<file path="src/gt_defines.svh">
`ifndef GT_DEFINES_SVH
`define GT_DEFINES_SVH

`define GT_A_CTRL 8'h00
`define GT_A_GCTL 8'h04
`define GT_A_CLKS 8'h08
`define GT_A_CNTL 8'h0C
`define GT_A_CNTH 8'h10
`define GT_A_CMP 8'h14
`define GT_A_CAP 8'h18
`define GT_A_CCPM 8'h1C
`define GT_A_IRQC 8'h20

`define GT_ON 0
`define GT_WIDE_ACCESS_MODE 1
`define GT_SYNC 2
`define GT_CKPS 5:4
`define GT_CTRL_WMASK 8'h37
`define GT_GE 7
`define GT_GATE_POLARITY 6
`define GT_GTM 5
`define GT_GATE_SINGLE_PULSE_MODE 4
`define GT_GO 3
`define GT_GCTL_WMASK 8'hF8
`define GT_CAP_EN 0
`define GT_CMP_EN 1
`define GT_ADT_EN 2
`define GT_OVF_F 0
`define GT_GATE_F 1
`define GT_OVF_IE 2
`define GT_PERIPHERAL_IRQ_ENABLE 3
`define GT_GIE 4
`define GT_OSC_EN 5

`define GT_CS_FOSC4 4'h1
`define GT_CS_FOSC 4'h2
`define GT_CS_RES0 4'hE
`define GT_CS_RES1 4'hF
`define GT_FOSC4_LAST 2'h3
`define GT_CNT_MAX 16'hFFFF
`endif

</file>
<file path="src/gt_pkg.sv">
package gt_pkg;

  typedef enum logic [1:0] {
    GT_IDLE = 2'b00,
    GT_WR = 2'b01,
    GT_RDW = 2'b11,
    GT_RDD = 2'b10
  } gt_bus_t;

  typedef enum logic [3:0] {
    GT_R_CTRL, GT_R_GCTL, GT_R_CLKS, GT_R_CNTL, GT_R_CNTH,
    GT_R_CMP, GT_R_CAP, GT_R_CCPM, GT_R_IRQC, GT_R_NONE
  } gt_reg_t;

  typedef struct packed {
    gt_bus_t bus;
    logic [7:0] addr;
    logic [31:0] rdata;
    logic [7:0] ctrl;
    logic [7:0] gctl;
    logic [7:0] clks;
    logic [7:0] irqc;
    logic [2:0] ccpm;
    logic [15:0] cnt;
    logic [15:0] cmpv;
    logic [15:0] capv;
    logic [7:0] hbuf;
    logic [2:0] psc;
    logic [1:0] idiv;
    logic [16:0] s1;
    logic [16:0] s2;
    logic [16:0] s3;
    logic [16:0] lvl;
    logic tff;
    logic armed;
    logic polq;
    logic gvq;
    logic cmpm;
    logic cmp_ev;
    logic wake;
  } gt_state_t;

endpackage

</file>
<file path="src/gt_timer16.sv">
// Our own choices: the register offsets and the AHB-Lite interface to the registers.
`timescale 1ns/1ps
`include "gt_defines.svh"

module gt_timer16 (
  input wire logic hclk,
  input wire logic hresetn,
  input wire logic hsel,
  input wire logic [31:0] haddr,
  input wire logic [1:0] htrans,
  input wire logic hwrite,
  input wire logic [2:0] hsize,
  input wire logic [31:0] hwdata,
  input wire logic hready,
  output logic [31:0] hrdata,
  output logic hreadyout,
  output logic hresp,
  input wire logic [15:0] clk_src,
  input wire logic gate_in,
  input wire logic sleep_active,
  input wire logic capture_evt,
  output logic irq_req,
  output logic wake_req,
  output logic cmp_event,
  output logic secondary_oscillator_run_req
);
  import gt_pkg::*;

  gt_state_t state_reg;
  gt_state_t state_next;
  logic [16:0] rise;
  logic take;
  logic wr;
  gt_reg_t widx;
  logic cwr_lo;
  logic cwr_hi;
  logic on;
  logic gate_single_pulse_mode;
  logic pre;
  logic pol;
  logic gate_level_status;
  logic tick;
  logic run;
  logic inc_en;
  logic inc;
  logic ovf_set;
  logic match;
  logic [15:0] wd;

  // ----------------------------------------------------------
  // Register decode
  // ----------------------------------------------------------
  function automatic gt_reg_t gt_dec(input logic [7:0] a);
    case (a)
      `GT_A_CTRL: gt_dec = GT_R_CTRL;
      `GT_A_GCTL: gt_dec = GT_R_GCTL;
      `GT_A_CLKS: gt_dec = GT_R_CLKS;
      `GT_A_CNTL: gt_dec = GT_R_CNTL;
      `GT_A_CNTH: gt_dec = GT_R_CNTH;
      `GT_A_CMP: gt_dec = GT_R_CMP;
      `GT_A_CAP: gt_dec = GT_R_CAP;
      `GT_A_CCPM: gt_dec = GT_R_CCPM;
      `GT_A_IRQC: gt_dec = GT_R_IRQC;
      default: gt_dec = GT_R_NONE;
    endcase
  endfunction

  function automatic logic [2:0] gt_pmask(input logic [1:0] ps);
    case (ps)
      2'h0: gt_pmask = 3'h0;
      2'h1: gt_pmask = 3'h1;
      2'h2: gt_pmask = 3'h3;
      default: gt_pmask = 3'h7;
    endcase
  endfunction

  // ----------------------------------------------------------
  // Next state
  // ----------------------------------------------------------
  always_comb begin
    state_next = state_reg;
    wd = hwdata[15:0];
    // Three-stage input filter; a level counts once stages 2 and 3 agree.
    state_next.s1 = {gate_in, clk_src};
    state_next.s2 = state_reg.s1;
    state_next.s3 = state_reg.s2;
    state_next.lvl = (~(state_reg.s2 ^ state_reg.s3) & state_reg.s3) |
                     ((state_reg.s2 ^ state_reg.s3) & state_reg.lvl);
    rise = state_next.lvl & ~state_reg.lvl;
    state_next.idiv = state_reg.idiv + 2'h1;

    // Bus slave: writes act in the data phase, reads take one wait state.
    take = hsel && htrans[1] && hready;
    wr = (state_reg.bus == GT_WR);
    widx = wr ? gt_dec(state_reg.addr) : GT_R_NONE;
    cwr_lo = (widx == GT_R_CNTL);
    cwr_hi = (widx == GT_R_CNTH);
    case (state_reg.bus)
      GT_RDW: begin
        state_next.bus = GT_RDD;
      end
      default: begin
        if (take) begin
          state_next.bus = hwrite ? GT_WR : GT_RDW;
          state_next.addr = haddr[7:0];
        end else begin
          state_next.bus = GT_IDLE;
        end
      end
    endcase

    // Gate chain.
    on = state_reg.ctrl[`GT_ON];
    if (!on || !state_reg.gctl[`GT_GTM]) begin
      state_next.tff = 1'b0;
    end else if (rise[16]) begin
      state_next.tff = ~state_reg.tff;
    end
    pre = state_reg.gctl[`GT_GTM] ? state_reg.tff : state_reg.lvl[16];
    pol = state_reg.gctl[`GT_GATE_POLARITY] ? pre : ~pre;
    state_next.polq = pol;
    gate_single_pulse_mode = state_reg.gctl[`GT_GATE_SINGLE_PULSE_MODE];
    gate_level_status = gate_single_pulse_mode ? (pol && state_reg.armed) : pol;
    state_next.gvq = gate_level_status;
    if (!gate_single_pulse_mode) begin
      state_next.armed = 1'b0;
    end else if (state_reg.armed && !pol && state_reg.polq) begin
      state_next.armed = 1'b0;
      state_next.gctl[`GT_GO] = 1'b0;
    end else if (state_reg.gctl[`GT_GO] && pol && !state_reg.polq) begin
      state_next.armed = 1'b1;
    end

    // Clock source select and sleep gating.
    case (state_reg.clks[3:0])
      `GT_CS_FOSC4: tick = (state_reg.idiv == `GT_FOSC4_LAST);
      `GT_CS_FOSC: tick = 1'b1;
      `GT_CS_RES0, `GT_CS_RES1: tick = 1'b0;
      default: tick = rise[state_reg.clks[3:0]];
    endcase
    // The sync bit only matters for external sources.
    run = !sleep_active || (state_reg.ctrl[`GT_SYNC] &&
          state_reg.clks[3:0] != `GT_CS_FOSC &&
          state_reg.clks[3:0] != `GT_CS_FOSC4);
    inc_en = on && run && tick &&
             (!state_reg.gctl[`GT_GE] || gate_level_status);

    // Prescaler.
    inc = 1'b0;
    if (inc_en) begin
      if ((state_reg.psc | ~gt_pmask(state_reg.ctrl[`GT_CKPS])) == 3'h7) begin
        state_next.psc = 3'h0;
        inc = 1'b1;
      end else begin
        state_next.psc = state_reg.psc + 3'h1;
      end
    end
    if (cwr_lo) begin
      state_next.psc = 3'h0;
    end

    // Counter, with software write above the trigger clear above counting.
    ovf_set = inc && (state_reg.cnt == `GT_CNT_MAX);
    if (inc) begin
      state_next.cnt = state_reg.cnt + 16'h1;
    end
    if (state_reg.ccpm[`GT_ADT_EN] && state_reg.cmp_ev) begin
      state_next.cnt = 16'h0;
    end
    if (cwr_lo) begin
      if (state_reg.ctrl[`GT_WIDE_ACCESS_MODE]) begin
        state_next.cnt = {state_reg.hbuf, wd[7:0]};
      end else begin
        state_next.cnt[7:0] = wd[7:0];
      end
    end
    if (cwr_hi) begin
      if (state_reg.ctrl[`GT_WIDE_ACCESS_MODE]) begin
        state_next.hbuf = wd[7:0];
      end else begin
        state_next.cnt[15:8] = wd[7:0];
      end
    end

    // Compare and capture.
    match = state_reg.ccpm[`GT_CMP_EN] && (state_reg.cnt == state_reg.cmpv);
    state_next.cmpm = match;
    state_next.cmp_ev = match && !state_reg.cmpm;
    if (state_reg.ccpm[`GT_CAP_EN] && capture_evt) begin
      state_next.capv = state_reg.cnt;
    end

    // Remaining register writes.
    case (widx)
      GT_R_CTRL: state_next.ctrl = wd[7:0] & `GT_CTRL_WMASK;
      GT_R_GCTL: state_next.gctl = wd[7:0] & `GT_GCTL_WMASK;
      GT_R_CLKS: state_next.clks = {4'h0, wd[3:0]};
      GT_R_CMP: state_next.cmpv = wd;
      GT_R_CCPM: state_next.ccpm = wd[2:0];
      GT_R_IRQC: state_next.irqc = {2'h0, wd[5:0]};
      default: state_next.irqc = state_next.irqc;
    endcase
    if (!state_next.gctl[`GT_GATE_SINGLE_PULSE_MODE]) begin
      state_next.gctl[`GT_GO] = 1'b0;
    end
    // Hardware sets win over a software clear in the same cycle.
    if (ovf_set) begin
      state_next.irqc[`GT_OVF_F] = 1'b1;
    end
    if (state_reg.gvq && !gate_level_status) begin
      state_next.irqc[`GT_GATE_F] = 1'b1;
    end
    state_next.wake = sleep_active && ovf_set && on &&
                      state_reg.irqc[`GT_OVF_IE] &&
                      state_reg.irqc[`GT_PERIPHERAL_IRQ_ENABLE];

    // Read data is formed in the wait cycle.
    if (state_reg.bus == GT_RDW) begin
      case (gt_dec(state_reg.addr))
        GT_R_CTRL: state_next.rdata = {24'h0, state_reg.ctrl};
        GT_R_GCTL: state_next.rdata = {24'h0, state_reg.gctl[7:3],
                                       gate_level_status, 2'h0};
        GT_R_CLKS: state_next.rdata = {24'h0, state_reg.clks};
        GT_R_CNTL: begin
          state_next.rdata = {24'h0, state_reg.cnt[7:0]};
          if (state_reg.ctrl[`GT_WIDE_ACCESS_MODE]) begin
            state_next.hbuf = state_reg.cnt[15:8];
          end
        end
        GT_R_CNTH: state_next.rdata = {24'h0, state_reg.ctrl[`GT_WIDE_ACCESS_MODE] ?
                                       state_reg.hbuf : state_reg.cnt[15:8]};
        GT_R_CMP: state_next.rdata = {16'h0, state_reg.cmpv};
        GT_R_CAP: state_next.rdata = {16'h0, state_reg.capv};
        GT_R_CCPM: state_next.rdata = {29'h0, state_reg.ccpm};
        GT_R_IRQC: state_next.rdata = {24'h0, state_reg.irqc};
        default: state_next.rdata = 32'h0;
      endcase
    end
  end

  always_ff @(posedge hclk or negedge hresetn) begin
    if (!hresetn) begin
      state_reg <= '0;
    end else begin
      state_reg <= state_next;
    end
  end

  // ----------------------------------------------------------
  // Outputs
  // ----------------------------------------------------------
  assign hrdata = state_reg.rdata;
  assign hreadyout = (state_reg.bus != GT_RDW);
  assign hresp = 1'b0;
  assign irq_req = state_reg.irqc[`GT_OVF_F] && on &&
                   state_reg.irqc[`GT_OVF_IE] && state_reg.irqc[`GT_PERIPHERAL_IRQ_ENABLE] &&
                   state_reg.irqc[`GT_GIE];
  assign wake_req = state_reg.wake;
  assign cmp_event = state_reg.cmp_ev;
  // The oscillator request ignores sleep and the sync bit.
  assign secondary_oscillator_run_req = state_reg.irqc[`GT_OSC_EN];
endmodule // gt_timer16

</file>
<file path="config.mk">
export PLATFORM = sky130hd
export DESIGN_NAME = gt_timer16
export DESIGN_NICKNAME = d
export VERILOG_FILES = /design/src/gt_pkg.sv /design/src/gt_timer16.sv
export VERILOG_INCLUDE_DIRS = /design/src
export SDC_FILE = /design/constraint.sdc
export NUM_CORES = 1
export LEC_CHECK = 0
export ABC_AREA = 1
export CELL_PAD_IN_SITES_DETAIL_PLACEMENT = 0
export CELL_PAD_IN_SITES_GLOBAL_PLACEMENT = 1
export CORE_MARGIN = 5
export CORE_UTILIZATION = 50
export DETAILED_ROUTE_END_ITERATION = 12
export DONT_BUFFER_PORTS = 1
export GPL_ROUTABILITY_DRIVEN = 0
export HOLD_SLACK_MARGIN = 0.15
export PLACE_DENSITY_LB_ADDON = 0.1
export SYNTH_ARGS = -nofsm -noshare
export SYNTH_HDL_FRONTEND = slang
export SYNTH_SLANG_ARGS = --single-unit
</file>
<file path="constraint.sdc">
create_clock -name hclk -period 4.9 [get_ports hclk]
set_clock_uncertainty 0.1 [all_clocks]
set_input_delay 0.98 -clock hclk [delete_from_list [all_inputs] [get_ports hclk]]
set_output_delay 0.98 -clock hclk [all_outputs]
set_load 0.02 [all_outputs]
</file>
==> After elaboration in Yosys (flattened, before gate mapping) <==
Index checks and enable logic that the tools add are counted.
{ "totals": {"output_inout_bits": 38, "regBits": 201} }
{ "op_classes": {"bitwise": 12, "n_eq_ne": 41, "n_addsub": 3, "mux": 44, "magnitude_cmp": 1, "n_reduce_logical": 49} }
{ "op_table": {"columns": ["cell", "n"], "rows": [
  ["$pmux 16 s9", 1],
  ["$mux 8", 9],
  ["$and 17x17->17", 3],
  ["$mux 16", 3],
  ["$pmux 4 s9", 1],
  ["$not 17->17", 2],
  ["$eq 8x5->1 const B", 4],
  ["$eq 4x3->1 const B", 7],
  ["$logic_and 1x1->1", 26],
  ["$eq 4x2->1 const B", 5],
  ["$or 17x17->17", 1],
  ["$xor 17x17->17", 1],
  ["$add 16x1->16 const B", 1],
  ["$eq 16x16->1", 1],
  ["$eq 16x16->1 const B", 1],
  ["$eq 4x4->1 const B", 4],
  ["$eq 8x4->1 const B", 2],
  ["$mux 1", 16],
  ["$eq 4x1->1 const B", 3],
  ["$mux 3", 4],
  ["$pmux 3 s3", 1],
  ["$eq 8x3->1 const B", 1],
  ["$eq 8x6->1 const B", 1],
  ["$logic_not 1->1", 8],
  ["27 further kinds", 44]
]} }

==> Longest topological paths before layout <==
{ "logic_depth": {"depth_word": 22, "depth_mapped": 16, "mapped_depth_nobuf": 15} }

==> Worst setup path after synthesis <==
Ideal clock, no wire load.
{ "synth_timing": {"path_type": "input -> register", "startpoint": "in sleep_active", "endpoint": "reg state_reg[125] in the netlist's numbering", "required_time_ps": 4676, "stages": 8, "path_slack_ps": 2874, "t_arrival_ps": 1801, "setup_time_ps": 124, "path_cell_list": "o21ai_1 -> nand2_1 -> a21oi_4 -> nand3_2 -> and3_1 -> buf_6 -> nand2_1 -> nand3_1"} }
{ "synth_via": {"elab_chain_len": 7} }
{ "synth_rtl": {"columns": ["item", "line", "text"], "rows": [
  ["start: declaration", "gt_timer16.sv:20", "input wire logic sleep_active,"],
  ["$logic_not 1->1", "gt_timer16.sv:142", "run = !sleep_active || (state_reg.ctrl[`GT_SYNC] &&"],
  ["$logic_or 1x1->1", "gt_timer16.sv:142", null],
  ["$logic_and 1x1->1 (3 in a row)", "gt_timer16.sv:145", "inc_en = on && run && tick &&"],
  ["$mux 1", "gt_timer16.sv:150", "if (inc_en) begin"],
  ["$reduce_bool 3->1 (no line)", null, null],
  ["end signal: assignment", "gt_timer16.sv:245", "state_reg <= state_next;"],
  ["end: declaration", "gt_timer16.sv:29", "gt_state_t state_reg;"]
]} }
No other way between the ends.
A chain may end at the register's enable or synchronous reset.

==> Worst setup path in the final report <==
{ "layout_timing": {"startpoint": "reg state_reg[212] in the netlist's numbering", "endpoint": "reg state_reg[203] in the netlist's numbering"} }
{ "layout_via": {"elab_chain_len": 3} }
{ "layout_rtl": {"columns": ["item", "line", "text"], "rows": [
  ["$eq 2x2->1", "gt_timer16.sv:98", "case (state_reg.bus)"],
  ["$not 1->1 (no line)", null, null],
  ["$reduce_and 2->1 (no line)", null, null]
]} }
No other way between the ends.

==> results.toml <==
[clock_network]
cts_tree = "done"
ctsHtreeMaxLevel = 4
cts_buffers = 17
clock_latency_ps = 430
clk_path_buf_depth = 2
clock-sinks = 185
path_clk_slew_ps = 70
cts_resized = 0
root_buffer = "clkbuf_16"

[setup_path]
slowest_delay_ps = 950
cp-start-kind = "flop"
path_class = "flop to flop"
slowest_stage = "nor2_1"
cp.arrival_ps = 3270
cpMostUsedCell = "nand2_1"
worstPathRequired_ps = 5120
crit_chain = "nand2_1, inv_1, nor2_1, inv_1, nand2_1, nand2_1"
path_max_fanout = 21
critPathCaptureType = "flop"

[detailed_routing]
wirelength_um = 22000
drc = 0
wl_per_cell_um = 18.6
vias_per_cell = 5.58
vias = 6623
drtIter0Drc = 663
postRouteAntennaNets = 0
drt_first_pass_iters = 5

[floorplanning]
rows = 47
die_height_um = 141
start_util = 0.513
die_area_sq_mm = 0.0198
pin_count = 131
coreArea_sq_mm = 0.0166
die_w_um = 141

[cells_and_area]
seq_area_sq_mm = 0.00463
largest_reg_flops = 130
final_common_cell = "nand2_1"
insertedDiodeCount = 0
layout_common_cells = "nand2_1, dfrtp_1, inv_1"
finalNonFillerCells = 1187
drive_gt1_frac = 0.0703
nets = 1050
num-fill-cells = 1546
multi_input_area_sq_mm = 0.00319
area_delta_synth_final_pct = 7.05

[sta]
slew_headroom = 0.277
worst_pin_slew_ps = 1080
fmax_mhz = 329
finalSetupTns_ps = 0
fin_crit_sh = 0.621
slew_violations = 0
finalCriticalPeriod_ps = 3040
final_hold_viol_count = 0
rsz0062_at_grt = "false"
setup_viol = 0

[power_and_ir_drop]
power.density_mw_per_mm2 = 411
peakVddDrop_mv = 0.302
leakagePower_uw = 0.00451

[synthesis]
netlist_area_sq_mm = 0.00854
ys_seq_area_frac = 0.542
avgSynthCellArea_sq_um = 8.76
async_flop_share = 1.00
synth_edf_count = 0
yosys_warnings = 0
synthCells = 975
synth-seq-cells = 185
synth-main-ff-cell = "dfrtp_1"
ys_types = 44

[placed_design]
hpwl_um = 15800
place_inst = 1155
port_buffers = 0

[global_routing]
grt_max_degree = 186
grt_usage = 0.228
grt_overflow = 0
antenna_found_initial = 0
grt_pass1_vias = 6425
grt_pass1_wl_um = 35100

[run]
cap_violations = 0

[status]
outcome = "finished, final reports clean"

[worst_hold_path]
holdCritPathClass = "input pin to async pin"
## metal layers
layer,share of wire,global-route usage,vias up
met1,0.45,0.331,3192
met3,0.097,0.0681,38
li1,-,-,3105
met5,0,0,-
met2,0.43,0.332,288
met4,0.019,0.0673,0
## what timing repair did
action,in CTS,in global routing
endpoints found under the setup margin,0,0
buffers inserted,0,0
endpoints found under the hold margin,185,185
## cell usage after synthesis (5+ instances only)
cell type / n / area share
nand2_2: 7 / 0.0051
nor4_1: 6 / 0.0044
nand2_1: 262 / 0.12
inv_1: 97 / 0.043
buf_4: 34 / 0.030
clkbuf_1: 14 / 0.0062
o21ai_1: 9 / 0.0053
a21oi_1: 19 / 0.011
nand3_1: 42 / 0.025
o21ai_0: 91 / 0.053
nand4_1: 24 / 0.018
inv_2: 9 / 0.0040
dfrtp_1: 185 / 0.54
maj3_1: 5 / 0.0059
xor2_1: 14 / 0.014
nor2_1: 63 / 0.028
o22ai_1: 13 / 0.0095
o211ai_1: 14 / 0.012
nor3_1: 10 / 0.0059
## stage by stage
stage | worst slack, ps | cell area [sq um] | hold WS, ps | util | power (uW)
2_1_floorplan | 2870 | 8600 | 231 | - | 2190
5_1_grt | 1550 | 9140 | 109 | 0.549 | 3930
3_3_place_gp | 2000 | 8510 | 233 | 0.511 | 2290
6_report | 1860 | 9140 | 133 | 0.549 | 3760
3_5_place_dp | 1880 | 8510 | 235 | 0.511 | 2310
4_1_cts | 1850 | 9140 | 117 | 0.549 | 3780
## path summary, 6_finish.rpt
check                                from              to  slack, ps  depth (start not counted)
max in group asynchronous         hresetn   state_reg[27]       4290                          0
min reg2reg                state_next[51]  state_next[34]        250                          0
max reg2reg                state_reg[212]  state_reg[203]       1860                          6
max                        state_reg[212]  state_reg[203]       1860                          6
min in group hclk          state_next[51]  state_next[34]        250                          0
min                               hresetn   state_reg[38]        130                          0
## cell families (layout without fill, tap and decap cells)
logic type	count (synthesis)	count (layout)	synth area share
AOI/OAI and AO/OA	165	165	0.111
xor gates and xnor gates	15	15	0.0176
adders and majority gates	8	8	0.0103
buffers and inverters	164	140	0.0910
DFF	185	185	0.542
muxes	8	8	0.0105
other	1	17	0.000439
and+or+nand+nor	429	429	0.217
## worst max-delay path: cells and delay by family, from the launching register on
family        cells  cell delay, ps
buf+inv           2             730
flops             1             390
simple gates      4            1710
## report_power, final
part | total (uW) | internal, uW | switching (uW)
Sequential | 1850 | 1690 | 166
Combinational | 442 | 160 | 282
Clock | 1460 | 825 | 636
## cell type report
type,count,share of cell area
clock inverters,15,0.0229
inverters,107,0.0439
clock buffers,17,0.0465
flip-flops and latches,185,0.506
well taps,220,0.0301
multi-input cells,642,0.349
repair buffers,1,0.000821
Power figures use the tool's default switching activity.
